===== src/verilog/pwm_chain_cfg.svh =====
// constants for the pwm temperature chain
// assumes a 250 MHz system clock; included by bare name
`ifndef PWM_CHAIN_CFG_SVH
`define PWM_CHAIN_CFG_SVH

`define CLK_PERIOD_NS  4
`define HIGH_TIME_NS   40000
`define CHAIN_LEN      2
`define CHAIN_MAX      4
`define LOW_W          24
`define STAGE_W        2
`define BUF_DEPTH      2
`define LOW_RESET      24'h000001
`define RST_SYNC_INIT  2'h0

`endif


===== src/verilog/pwm_chain_pkg.sv =====
// types shared by the pwm temperature chain files
// assumes pwm_chain_cfg.svh is on the include path
`default_nettype none

package pwm_chain_pkg;

    // one-hot phase of the chain waveform
    typedef enum logic [2:0] {
        PH_IDLE = 3'h1,
        PH_HIGH = 3'h2,
        PH_LOW  = 3'h4
    } phase_type;

endpackage

`default_nettype wire


===== src/verilog/pwm_temp_chain_reader.sv =====
// pwm temperature sensor chain: combined output waveform of the chain
// assumes one 250 MHz clock; low lengths arrive over a valid/ready stream
//
// Overview of operation
// - each sensor gives a fixed-length high phase and a temperature-set low phase.
// - each sensor's finished output starts conversion of the next sensor.
// - the returned line carries every sensor's high/low pair in chain order.
// - one-shot or continuous operation; the reader must match the mode used.
`default_nettype none
`include "pwm_chain_cfg.svh"

module pwm_temp_chain_reader #(
    parameter int unsigned HIGH_PHASE_CYCLES = `HIGH_TIME_NS / `CLK_PERIOD_NS
) (
    input  wire logic              clk,
    input  wire logic              rst_n,
    input  wire logic              convert_start_input,
    input  wire logic              continuous_mode,
    input  wire logic [`LOW_W-1:0] low_phase_length,
    input  wire logic              sample_valid,
    output logic                   sample_ready,
    output logic                   chain_out,
    output logic                   busy
);

    localparam logic [`LOW_W-1:0] HIGH_LEN = HIGH_PHASE_CYCLES[`LOW_W-1:0];
    localparam logic [`STAGE_W-1:0] LAST_STAGE =
        2'(`CHAIN_LEN - 1);

    // low length in cycles, zero treated as one
    function automatic logic [`LOW_W-1:0] low_cycles(
        input logic [`LOW_W-1:0] v);
        low_cycles = (v == '0) ? `LOW_W'(1) : v;
    endfunction

    // true for the final sensor of the chain
    function automatic logic is_last(input logic [`STAGE_W-1:0] s);
        is_last = (s == LAST_STAGE);
    endfunction

    // reset release through two flops
    logic [1:0] rst_sync_q;
    wire        srst_n = rst_sync_q[1];
    always_ff @(posedge clk or negedge rst_n) begin
        if (!rst_n) begin
            rst_sync_q <= `RST_SYNC_INIT;
        end else begin
            rst_sync_q <= {rst_sync_q[0], 1'b1};
        end
    end

    pwm_chain_pkg::phase_type phase_q;
    pwm_chain_pkg::phase_type phase_d;
    logic [`LOW_W-1:0]        cnt_q;
    logic [`LOW_W-1:0]        cnt_d;
    logic [`STAGE_W-1:0]      stage_q;
    logic [`STAGE_W-1:0]      stage_d;
    logic [`STAGE_W-1:0]      load_idx_q;
    logic [`LOW_W-1:0]        low_len_q [`CHAIN_MAX];
    logic                     chain_out_q;
    logic                     busy_q;
    logic [`LOW_W-1:0]        buf_data;
    logic                     buf_valid;

    // buffered stream of low lengths, drained only between frames
    wire drain_ready = (phase_q == pwm_chain_pkg::PH_IDLE);
    wire load        = buf_valid && drain_ready;

    two_entry_buffer u_buf (
        .clk       (clk),
        .rst_n     (srst_n),
        .in_data   (low_phase_length),
        .in_valid  (sample_valid),
        .in_ready  (sample_ready),
        .out_data  (buf_data),
        .out_valid (buf_valid),
        .out_ready (drain_ready)
    );

    // phase decode
    wire in_idle  = (phase_q == pwm_chain_pkg::PH_IDLE);
    wire in_high  = (phase_q == pwm_chain_pkg::PH_HIGH);
    wire in_low   = (phase_q == pwm_chain_pkg::PH_LOW);
    wire cnt_done = (cnt_q == '0);
    wire start    = in_idle && (convert_start_input || continuous_mode);
    wire high_end = in_high && cnt_done;
    wire low_end  = in_low && cnt_done;
    wire handoff  = low_end && !is_last(stage_q);
    wire frame_end = low_end && is_last(stage_q);
    wire [`LOW_W-1:0] next_low = low_cycles(low_len_q[stage_q]) - `LOW_W'(1);

    // next phase, stage and counter
    assign phase_d = (start || handoff) ? pwm_chain_pkg::PH_HIGH :
                     high_end  ? pwm_chain_pkg::PH_LOW :
                     frame_end ? pwm_chain_pkg::PH_IDLE : phase_q;
    assign stage_d = start   ? '0 :
                     handoff ? stage_q + `STAGE_W'(1) : stage_q;
    assign cnt_d   = (start || handoff) ? HIGH_LEN - `LOW_W'(1) :
                     high_end ? next_low :
                     cnt_done ? cnt_q : cnt_q - `LOW_W'(1);

    // waveform sequencer; line idles high, low only in low phases
    always_ff @(posedge clk or negedge srst_n) begin
        if (!srst_n) begin
            phase_q     <= pwm_chain_pkg::PH_IDLE;
            stage_q     <= '0;
            cnt_q       <= '0;
            chain_out_q <= 1'b1;
            busy_q      <= 1'b0;
        end else begin
            phase_q     <= phase_d;
            stage_q     <= stage_d;
            cnt_q       <= cnt_d;
            chain_out_q <= (phase_d != pwm_chain_pkg::PH_LOW);
            busy_q      <= (phase_d != pwm_chain_pkg::PH_IDLE);
        end
    end

    // per-sensor low lengths loaded in chain order
    always_ff @(posedge clk or negedge srst_n) begin
        if (!srst_n) begin
            load_idx_q <= '0;
            for (int i = 0; i < `CHAIN_MAX; i++) begin
                low_len_q[i] <= `LOW_RESET;
            end
        end else if (load) begin
            low_len_q[load_idx_q] <= buf_data;
            load_idx_q <= is_last(load_idx_q) ? '0
                                              : load_idx_q + `STAGE_W'(1);
        end
    end

    assign chain_out = chain_out_q;
    assign busy      = busy_q;

    // helper: length of the current phase so far
    logic [`LOW_W-1:0] run_q;
    always_ff @(posedge clk or negedge srst_n) begin
        if (!srst_n) begin
            run_q <= '0;
        end else begin
            run_q <= (phase_d != phase_q || start || handoff) ? `LOW_W'(1)
                                                              : run_q + `LOW_W'(1);
        end
    end

    // helper: sensors handed on so far in the current frame
    logic [`STAGE_W-1:0] pairs_q;
    always_ff @(posedge clk or negedge srst_n) begin
        if (!srst_n) begin
            pairs_q <= '0;
        end else if (start) begin
            pairs_q <= '0;
        end else if (handoff) begin
            pairs_q <= pairs_q + `STAGE_W'(1);
        end
    end
endmodule // pwm_temp_chain_reader

`default_nettype wire


===== src/verilog/two_entry_buffer.sv =====
// two-entry buffer with valid/ready on both sides
// assumes a synchronous-release active-low reset from the top
`default_nettype none
`include "pwm_chain_cfg.svh"

module two_entry_buffer (
    input  wire logic              clk,
    input  wire logic              rst_n,
    input  wire logic [`LOW_W-1:0] in_data,
    input  wire logic              in_valid,
    output logic                   in_ready,
    output logic [`LOW_W-1:0]      out_data,
    output logic                   out_valid,
    input  wire logic              out_ready
);

    logic [`LOW_W-1:0] mem_q [`BUF_DEPTH];
    logic [1:0]        count_q;
    logic [1:0]        count_d;
    logic              wr_ptr_q;
    logic              rd_ptr_q;
    logic              ready_q;
    wire               push = in_valid && ready_q;
    wire               pop  = out_valid && out_ready;

    // occupancy bookkeeping
    assign count_d   = count_q + {1'b0, push} - {1'b0, pop};
    assign out_valid = (count_q != 2'h0);
    assign out_data  = mem_q[rd_ptr_q];
    assign in_ready  = ready_q;

    // pointers and full flag
    always_ff @(posedge clk or negedge rst_n) begin
        if (!rst_n) begin
            count_q  <= 2'h0;
            wr_ptr_q <= 1'b0;
            rd_ptr_q <= 1'b0;
            ready_q  <= 1'b1;
        end else begin
            count_q  <= count_d;
            wr_ptr_q <= wr_ptr_q ^ push;
            rd_ptr_q <= rd_ptr_q ^ pop;
            ready_q  <= (count_d != 2'h2); // full stalls the source
        end
    end

    // storage
    always_ff @(posedge clk) begin
        if (push) begin
            mem_q[wr_ptr_q] <= in_data;
        end
    end
endmodule // two_entry_buffer

`default_nettype wire

===== config.mk =====
export PLATFORM = sky130hd
export DESIGN_NAME = pwm_temp_chain_reader
export DESIGN_NICKNAME = d
export VERILOG_FILES = /design/src/verilog/pwm_chain_pkg.sv /design/src/verilog/pwm_temp_chain_reader.sv /design/src/verilog/two_entry_buffer.sv
export VERILOG_INCLUDE_DIRS = /design/src /design/src/verilog
export SDC_FILE = /design/constraint.sdc
export NUM_CORES = 1
export LEC_CHECK = 0
export BUFFER_PORTS_ARGS = -buffer_cell sky130_fd_sc_hd__buf_4
export CORE_MARGIN = 5
export CORE_UTILIZATION = 35
export DETAILED_ROUTE_END_ITERATION = 6
export GPL_ROUTABILITY_DRIVEN = 0
export HOLD_SLACK_MARGIN = 0.12
export PLACE_DENSITY = 0.53
export SLEW_MARGIN = 20
export SYNTH_ARGS = -nofsm -noshare
export SYNTH_HDL_FRONTEND = slang
export SYNTH_SLANG_ARGS = --single-unit

===== constraint.sdc =====
create_clock -name clk -period 8.6 [get_ports clk]
set_clock_uncertainty 0.15 [all_clocks]
set_input_delay 0.43 -clock clk [delete_from_list [all_inputs] [get_ports clk]]
set_output_delay 0.43 -clock clk [all_outputs]
set_load 0.005 [all_outputs]

# Yosys cells after proc, flatten, opt, wreduce, memory -nomap -nowiden
# Memory sizes are Yosys's and may differ from the RTL's.
# Index checks and enable logic that the tools add are counted.
[totals] regBits=136 ram_bits=48 output_inout_bits=3 elab_cells=71 mem_count=1
[mem_list] memory="u_buf.mem_q" depth=2 word_bits=24 rd=1 rd_clocked_by_memory_dff=0 write_ports=1 line_no="two_entry_buffer.sv:17" rtl="logic [`LOW_W-1:0] mem_q [`BUF_DEPTH];"
[classes] addsub=6 n_lt_le_gt_ge=3 eq_ne=9 muxes=18 n_bitwise=4 reduce_logical=15
[op_table] cell="24-bit two-way mux" n=7
[op_table] cell="96-bit bitwise mux" n=1
[op_table] cell="24-bit binary-select mux with 2-bit select" n=1
[op_table] cell="24-bit demux with 2-bit select" n=1
[op_table] cell="24-bit logical NOT" n=2
[op_table] cell="24-bit by 1-bit subtractor with 24-bit output, second input constant" n=2
[op_table] cell="3-bit two-way mux" n=3
[op_table] cell="1-bit logical AND" n=8
[op_table] cell="3-bit >= comparator, second input constant" n=2
[op_table] cell="2-bit two-way mux" n=3
[op_table] cell="3-bit by 1-bit != test with 1-bit output, second input constant" n=2
[op_table] cell="2-bit NOT with 3-bit output" n=2
[op_table] cell="2-bit by 1-bit adder with 2-bit output, second input constant" n=2
[op_table] cell="2-bit by 1-bit == test with 1-bit output, second input constant" n=2
[op_table] cell="2-bit nonzero test" n=2
[op_table] cell="3-bit by 1-bit == test with 1-bit output, second input constant" n=1
[op_table] cell="3-bit by 2-bit == test with 1-bit output, second input constant" n=1
[op_table] cell="3-bit == test, second input constant" n=1
[op_table] cell="3-bit by 1-bit less-than comparator with 1-bit output, second input constant" n=1
[op_table] cell="3-bit != test, second input constant" n=1
[op_table] cell="2-bit by 1-bit adder with 2-bit output" n=1
[op_table] cell="1-bit logical OR" n=2
[op_table] cell="1-bit two-way mux" n=2
[op_table] cell="2-bit != test, second input constant" n=1
[op_table] cell="other kinds (3)" n=4

# Logic depth before layout (Yosys ltp)
# Gate-level depths: netlist of the first run.
[depth] ltp_word=9 depth_mapped=15 ltp_nobuf=13

# Cells and area by module
# A second synthesis of the first run with hierarchy kept.
[unflattened] hier_cells=602 area_unflattened_um2=8401.8
[modules_own_cells] module="pwm_temp_chain_reader" instances=1 cells_each=501 area_each_um2=6401.1 seq_area_each_um2=3285.7
[modules_own_cells] module="two_entry_buffer" instances=1 cells_each=101 area_each_um2=2000.7 seq_area_each_um2=1567.8

# Least setup slack after synthesis of the first run
# Ideal clock, no wire load.
[synth_path] path_kind="reg2reg" start="register cnt_q[11]" end="register cnt_q[8]" setup_ps=132 arrival_ps=3396 path_slack_ps=4922 path_stages_with_launch=15 n_path_buf=1 cell_sequence="dfrtp_1 or4_4 nor4_4 nand3_2 clkbuf_1 nor2_1 o21ai_0 o21ai_0 ha_1 nor3b_1 o21ai_0 nor4_1 a21oi_1 o21ai_0 nand2_1"
[synth_via] elab_chain_cells=5
[synth_rtl] element="start, declared" line_no="pwm_temp_chain_reader.sv:54" rtl="logic [`LOW_W-1:0] cnt_q;"
[synth_rtl] element="start signal, assigned" line_no="pwm_temp_chain_reader.sv:113" rtl="cnt_q <= cnt_d;"
[synth_rtl] element="24-bit logical NOT (*)" line_no="pwm_temp_chain_reader.sv:84" rtl="wire cnt_done = (cnt_q == '0);"
[synth_rtl] element="1-bit logical AND" line_no="pwm_temp_chain_reader.sv:87" rtl="wire low_end = in_low && cnt_done;"
[synth_rtl] element="1-bit logical AND" line_no="pwm_temp_chain_reader.sv:88" rtl="wire handoff = low_end && !is_last(stage_q);"
[synth_rtl] element="1-bit logical OR" line_no="pwm_temp_chain_reader.sv:98" rtl="assign cnt_d = (start || handoff) ? HIGH_LEN - `LOW_W'(1) :"
[synth_rtl] element="3-bit by 1-bit != test with 1-bit output (no source line) / 24-bit two-way mux (equally long branches)"
# Every way passes the cells marked *; elsewhere a longest branch is shown, timed or not.
# A chain may end at the register's enable or synchronous reset.

# Worst setup path in the final report of the first run
[layout_path] start="register cnt_q[10]" end="register cnt_q[8]"
# The elaborated chain is that of the path after synthesis.

==> results.json, run 1 <==
{
  "fin_nets": 767,
  "design_area_sq_um": 9555,
  "cts_made_buffers": 17,
  "fin_ws_ps": 4457,
  "r2r_setup_slack_ps": 4460,
  "synth_area_leaders": "dfrtp_1, edfxtp_1, a21oi_1",
  "row_count": 56,
  "synth_edf_count": 48,
  "cp_max_fo": 15,
  "synth-xor-area-share_pct": 1.815,
  "drtPass1Iterations": 5,
  "synthAdderAreaFrac_pct": 0.9153,
  "leakage_uw": 0.004054,
  "max-slew-margin-rel_pct": 37.21,
  "viasPerCell": 5.077,
  "fp.dieArea_sq_um": 26600,
  "clk_latency_ps": 430,
  "synth_area_sq_um": 8202,
  "grt_pass1_vias": 5431,
  "netlist.area_leader.share_pct": 39.36,
  "synth_top_family_by_area": "simple AND/OR/NAND/NOR gates",
  "rr_startpoint": "cnt_q[10]",
  "fin_tns_setup_ps": 0,
  "synthSimpleGateAreaFrac_pct": 13.52,
  "ir_worst_vdd_mv": 0.1360,
  "fin_crit_ps": 4143,
  "status": "complete, no violations",
  "start_util_pct": 35.26,
  "cp.required_ps": 8720,
  "grt_first_pass_wirelength_mm": 28.39,
  "drcViolationCount": 0,
  "slew_violations": 0,
  "synth-main-ff-cell": "dfrtp_1",
  "cts_sinks": 184,
  "maxCapViolCount": 0,
  "synth_mux_area_share_pct": 10.62,
  "dr.first_iter.drc_count": 408,
  "synthCells": 686,
  "ff2ff_path_depth": 13,
  "placed_area_sq_um": 8705,
  "dieHeight_um": 163.1,
  "rsz0062_at_grt": "false",
  "hp-class": "in -> async",
  "synth_area_leader_cell": "dfrtp_1",
  "syn-num-nets": 721,
  "track_usage_pct": 13.45,
  "clockBufferDepth": 2,
  "synth_seq_cells": 184,
  "crit_start": "cnt_q[10]",
  "fin_crit_sh_pct": 48.17,
  "hold_slack_ps": 182.3,
  "yosys_warnings": 0,
  "cts-root-buf": "clkbuf_16",
  "cts_setup_buffers": 0,
  "totalPowerFinal_uw": 1718,
  "cts_max_level": 4,
  "post_drt_wl_per_cell_um": 15.89,
  "worstPathArrival_ps": 4260,
  "power_density_nw_per_um2": 179.8,
  "worstSetupStartpointType": "flip-flop",
  "grt_overflow": 0,
  "hpwl_mm": 11.38,
  "ys_async_sr_fraction_pct": 73.91,
  "num_vias": 5402,
  "worstSetupEndpoint": "cnt_q[8]",
  "crit_type": "reg -> reg",
  "drive_above_1_share_pct": 17.58,
  "avgSynthCellArea_sq_um": 11.96,
  "tightest_slew_ps": 941.9,
  "pin_count": 32,
  "cts_tree": "built",
  "clk_pin_slew_worst_paths_ps": 70,
  "die_x_um": 163.1,
  "synthToLayoutAreaGrowth_pct": 16.51,
  "synth_cell_type_count": 67,
  "rr_endpoint": "cnt_q[8]",
  "antenna_cells": 0,
  "finalSetupViolations": 0,
  "synth_compound_area_share_pct": 10.97,
  "post-place-ws_ps": 4313,
  "antenna_left": 0,
  "routed_wl_mm": 16.91,
  "antenna_found_initial": 0,
  "critPathCaptureType": "flip-flop",
  "hold_viol_final": 0,
  "synth.yosys.seq_area_share_pct": 59.18,
  "max_clock_freq_mhz": 241.4,
  "grt_max_degree": 72,
  "design.core.area_sq_um": 23260,
  "io_buffer_count": 31
}
[report_power, final]
part / switching, uW / internal (uW) / total, uW
clock network: 344 / 445 / 789
logic: 11.0 / 15.6 / 26.6
registers: 5.67 / 897 / 903
[placed cells by master (no fill, tap or decap), types with 7 or more instances in the layout]
| master | n |
|---|---|
| inv_1 | 9 |
| dfrtp_1 | 127 |
| dfstp_2 | 7 |
| mux4_1 | 10 |
| mux2i_1 | 27 |
| nor2_1 | 115 |
| o21ai_0 | 34 |
| dlygate4sd3_1 | 25 |
| xnor2_1 | 7 |
| clkbuf_16 | 17 |
| buf_4 | 40 |
| mux4_2 | 14 |
| a21oi_1 | 96 |
| edfxtp_1 | 48 |
| xor2_1 | 10 |
| nand2_1 | 35 |
[cells by family (layout without fill, tap and decap cells)]
group,after synthesis,in the layout
compound gates,159,159
mux,53,53
simple gates,219,219
fa+ha+maj,6,6
buf+inv,47,106
flops,184,184
xor+xnor,17,17
other cells,1,1
[worst max-delay path, cell delays in order, from the launching register on]
cell     delay (ps)
dfrtp_1         430
or4_4           590
nor4_4          320
nand3_2         400
nor2_1          190
o21ai_0          90
o21ai_0         110
ha_1            260
nor3b_1         400
o21ai_0         240
nor4_1          440
a21oi_1         140
o21ai_0         160
nand2_1          70
[per-layer routing]
| metal | share of wire [%] | vias up | global-route usage [%] |
|---|---|---|---|
| met1 | 47 | 2681 | 18.46 |
| met5 | 0 | - | 0 |
| li1 | - | 2550 | - |
| met3 | 4.0 | 21 | 2.725 |
| met4 | 1.3 | 0 | 4.079 |
| met2 | 48 | 150 | 21.74 |
[flip-flops by register name, summed over array words and instances, names as in the netlist, 2 cells and up]
| signal | count |
|---|---|
| rst_sync_q | 2 |
| low_len_q | 96 |
| u_buf.count_q | 2 |
| stage_q | 2 |
| cnt_q | 24 |
| phase_q | 3 |
| load_idx_q | 2 |
| u_buf.mem_q | 48 |
[how the worst min path moves through the flow]
| stage | startpoint | end | slack [ps] | depth (start not counted) |
|---|---|---|---|---|
| after detailed placement | rst_n | rst_sync_q[0] | 70 | 1 |
| after global routing | rst_n | rst_sync_q[0] | 170 | 2 |
| after global placement | rst_n | rst_sync_q[0] | 60 | 1 |
| after CTS | rst_n | rst_sync_q[1] | 160 | 2 |
| final | rst_n | rst_sync_q[0] | 180 | 2 |
| after floorplan | rst_n | rst_sync_q[0] | -20 | 0 |
[repair_timing]
action	in CTS	in global routing
hold endpoints to repair	50	0
gates resized for setup	0	0
hold buffers	25	0
[synthesized netlist by cell type, types with 4 or more instances]
cell type / count
edfxtp_1: 48
clkbuf_1: 26
o211ai_1: 4
o21ai_0: 34
xnor2_1: 7
or2_2: 6
dfstp_2: 7
nand2_1: 35
mux2i_1: 27
xor2_1: 10
mux4_1: 10
dfrtp_1: 129
or4_4: 4
a31oi_1: 4
mux4_2: 14
nor3_1: 5
a21o_1: 5
or3_1: 6
ha_1: 6
nor4_1: 4
inv_1: 9
a21oi_1: 96
nand3_1: 4
nor2_1: 116
nor3b_1: 4
[stage by stage]
stage                     std cells  util [%]
after floorplan                 686         -
after global placement         1007     37.42
after detailed placement       1007     37.42
after CTS                      1064     41.07
after global routing           1064     41.08
final                          1064     41.08
[cell type report]
type | count | area, sq um
inverter | 9 | 33.78
clock inverter | 13 | 156.4
timing repair buffer | 65 | 550.5
fill | 2209 | 13710
clock buffer | 19 | 442.9
multi-input combinational | 455 | 3114
tap | 319 | 399.1
sequential | 184 | 4858
(Power assumes the default switching activity.)
==> inputs of run 2 (changes only) <==
ABC_AREA = 1   (was unset)
clock period = 4.3 ns   (was 8.6 ns; I/O delays follow)
==> results.json, run 2 <==
{
  "antenna_left": 0,
  "p_sw_uw": 816.3,
  "p_clk_share_pct": 46.3,
  "yosys_warnings": 0,
  "tightest_slew_ps": 974.1,
  "internal_power_uw": 2650,
  "avgSynthCellArea_sq_um": 10.30,
  "cts-root-buf": "clkbuf_16",
  "die_x_um": 168.1,
  "fin_nets": 947,
  "synth_seq_cells": 184,
  "layout.cells.most_common": "nand2_1",
  "syn-num-nets": 884,
  "cts_resized": 0,
  "synthCells": 849,
  "track_usage_pct": 14.33,
  "drtPass1Iterations": 4,
  "netlist.area_leader.share_pct": 36.92,
  "clockBufferDepth": 2,
  "placed_area_sq_um": 9350,
  "grt_pass1_vias": 6216,
  "routed_wl_mm": 19.32,
  "drive_above_1_share_pct": 25.62,
  "largest_register": "low_len_q",
  "cp_common_cell": "nand2_1",
  "fp.dieArea_sq_um": 28250,
  "power_density_nw_per_um2": 338.5,
  "synth_cell_type_count": 37,
  "clk_latency_ps": 440,
  "start_util_pct": 35.75,
  "cts_tree": "built",
  "cp.required_ps": 4470,
  "synth_area_leaders": "dfrtp_1, edfxtp_1, mux2_2",
  "cp_max_fo": 32,
  "largestRegisters": "low_len_q (96), u_buf.mem_q (48), cnt_q (24)",
  "hold_viol_final": 0,
  "n_fill_cell": 2370,
  "cts_setup_buffers": 0,
  "cts_sinks": 184,
  "synth_edf_count": 48,
  "slew_violations": 0,
  "largest_reg_flops": 96,
  "grt_overflow": 0,
  "critPathCaptureType": "flip-flop",
  "cp_cell_sequence": "inv_2 -> buf_4 -> nand2_1 -> nand3_1 -> nand2_1 -> nand2_1 -> nor2_1 -> nand2_1 -> nor2_1 -> nand2_1 -> nand2_1 -> nand2_4 -> ha_1 -> nand3_1 -> nor2_4 -> nand3_2 -> nor2_4 -> nand3_1 -> nand2_1 -> nor2_1",
  "synth_most_common_cell": "nand2_1",
  "viasPerCell": 4.769,
  "pin_count": 32,
  "antenna_cells": 0,
  "swShare_pct": 23.55,
  "drcViolationCount": 0,
  "rsz0062_at_grt": "false",
  "leakage_uw": 0.004736,
  "synthTopCellsByCount": "nand2_1, dfrtp_1, mux2_2",
  "num_vias": 5957,
  "synth.yosys.seq_area_share_pct": 55.50,
  "design.core.area_sq_um": 24460,
  "worstPathArrival_ps": 3230,
  "row_count": 57,
  "max_clock_freq_mhz": 326.3,
  "ys_async_sr_fraction_pct": 73.91,
  "max-slew-margin-rel_pct": 34.91,
  "grt_max_degree": 135,
  "synth_area_sq_um": 8745,
  "io_buffer_count": 31,
  "power_frac_comb_pct": 1.9,
  "antenna_found_initial": 0,
  "layout_common_cells": "nand2_1, dfrtp_1, mux2_2",
  "clk_pin_slew_worst_paths_ps": 70,
  "design_area_sq_um": 10240,
  "cts_max_level": 4,
  "crit_type": "reg -> reg",
  "ir_worst_vdd_mv": 0.2219,
  "grt_first_pass_wirelength_mm": 32.54,
  "finalSetupViolations": 0,
  "fin_crit_ps": 3065,
  "fin_crit_sh_pct": 71.27,
  "cts_made_buffers": 17,
  "post_drt_wl_per_cell_um": 15.47,
  "totalPowerFinal_uw": 3466,
  "synth-main-ff-cell": "dfrtp_1",
  "utilization_pct": 41.85,
  "synthToLayoutAreaGrowth_pct": 17.08,
  "hp-class": "in -> reg",
  "hpwl_mm": 12.79,
  "slowest_stage": "dfrtp_1",
  "maxCapViolCount": 0,
  "worstSetupStartpointType": "flip-flop",
  "cpPeakStageDelay_ps": 490,
  "p_seq_share_pct": 51.7,
  "fin_tns_setup_ps": 0,
  "dr.first_iter.drc_count": 370,
  "status": "complete, no violations",
  "dieHeight_um": 168.1,
  "synth_area_leader_cell": "dfrtp_1"
}
run 2: metrics by stage:
| stage | hold slack (ps) | instances | setup slack (ps) |
|---|---|---|---|
| 3_5_place_dp | -150.5 | 1190 | 1221 |
| 4_1_cts | 147.1 | 1249 | 1184 |
| 2_1_floorplan | -230.6 | 849 | 92.53 |
| 3_3_place_gp | -151.0 | 1190 | 1206 |
| 6_report | 141.4 | 1249 | 1235 |
| 5_1_grt | 188.6 | 1249 | 909.5 |
run 2: metal layers:
layer / track usage [%] / vias to the layer above / share of wire (%)
met2: 23.32 / 97 / 48
met1: 19.61 / 2908 / 47
met5: 0 / - / 0
li1: - / 2939 / -
met4: 4.058 / 0 / 1.1
met3: 2.743 / 13 / 4.3
run 2: area by class of cell:
cell class | instances | area, sq um | share of cell area, %
flip-flops and latches | 184 | 4857 | 47.44
multi-input cells | 579 | 3505 | 34.23
repair buffers | 76 | 650.6 | 6.355
clock buffers | 18 | 450.4 | 4.399
well taps | 324 | 405.4 | 3.959
inverters | 54 | 202.7 | 1.980
clock inverters | 14 | 167.7 | 1.638
run 2: path summary, 6_finish.rpt:
check,start,end,slack (ps),cells past startpoint
worst max-delay path,stage_q[0],cnt_q[16],1240,20
worst min-delay path,convert_start_input,stage_q[1],140,4
worst max register to register,stage_q[0],cnt_q[16],1240,20
worst min register to register,rst_sync_q[0],rst_sync_q[1],200,0
max in group asynchronous,rst_sync_q[1],cnt_q[16],3150,1
min in group asynchronous,rst_sync_q[1],u_buf.count_q[1],300,1
run 2: critical path, delay by kind of cell, from the launching register on:
kind | cells | cell delay, ps
buffers and inverters | 2 | 420
AND/OR/NAND/NOR | 17 | 1690
adder cells (fa/ha/maj) | 1 | 170
flip-flops | 1 | 490
run 2: cell families after synthesis:
kind of cell,Yosys count,share of synthesized area [%]
XOR/XNOR,3,0.3005
multiplexers,118,15.20
buffers and inverters,86,4.421
flip-flops,184,55.50
AND/OR/NAND/NOR,398,20.33
AO/OA/AOI/OAI,53,3.348
other,1,0.04288
adder cells (fa/ha/maj),6,0.8585
run 2: repair_timing:
action,CTS,global route
hold endpoints to repair,53,0
hold buffers,27,0
endpoints found under the setup margin,0,0
run 2: power by group through the flow:
stage | Combinational (uW) | Sequential (uW) | Clock (uW)
3_3_place_gp | 50.1 | 1830 | 0
2_1_floorplan | 0.0775 | 1850 | 0
6_report | 66.5 | 1790 | 1610
4_1_cts | 69.0 | 1790 | 1640
5_1_grt | 76.6 | 1790 | 1730
3_5_place_dp | 49.9 | 1830 | 0
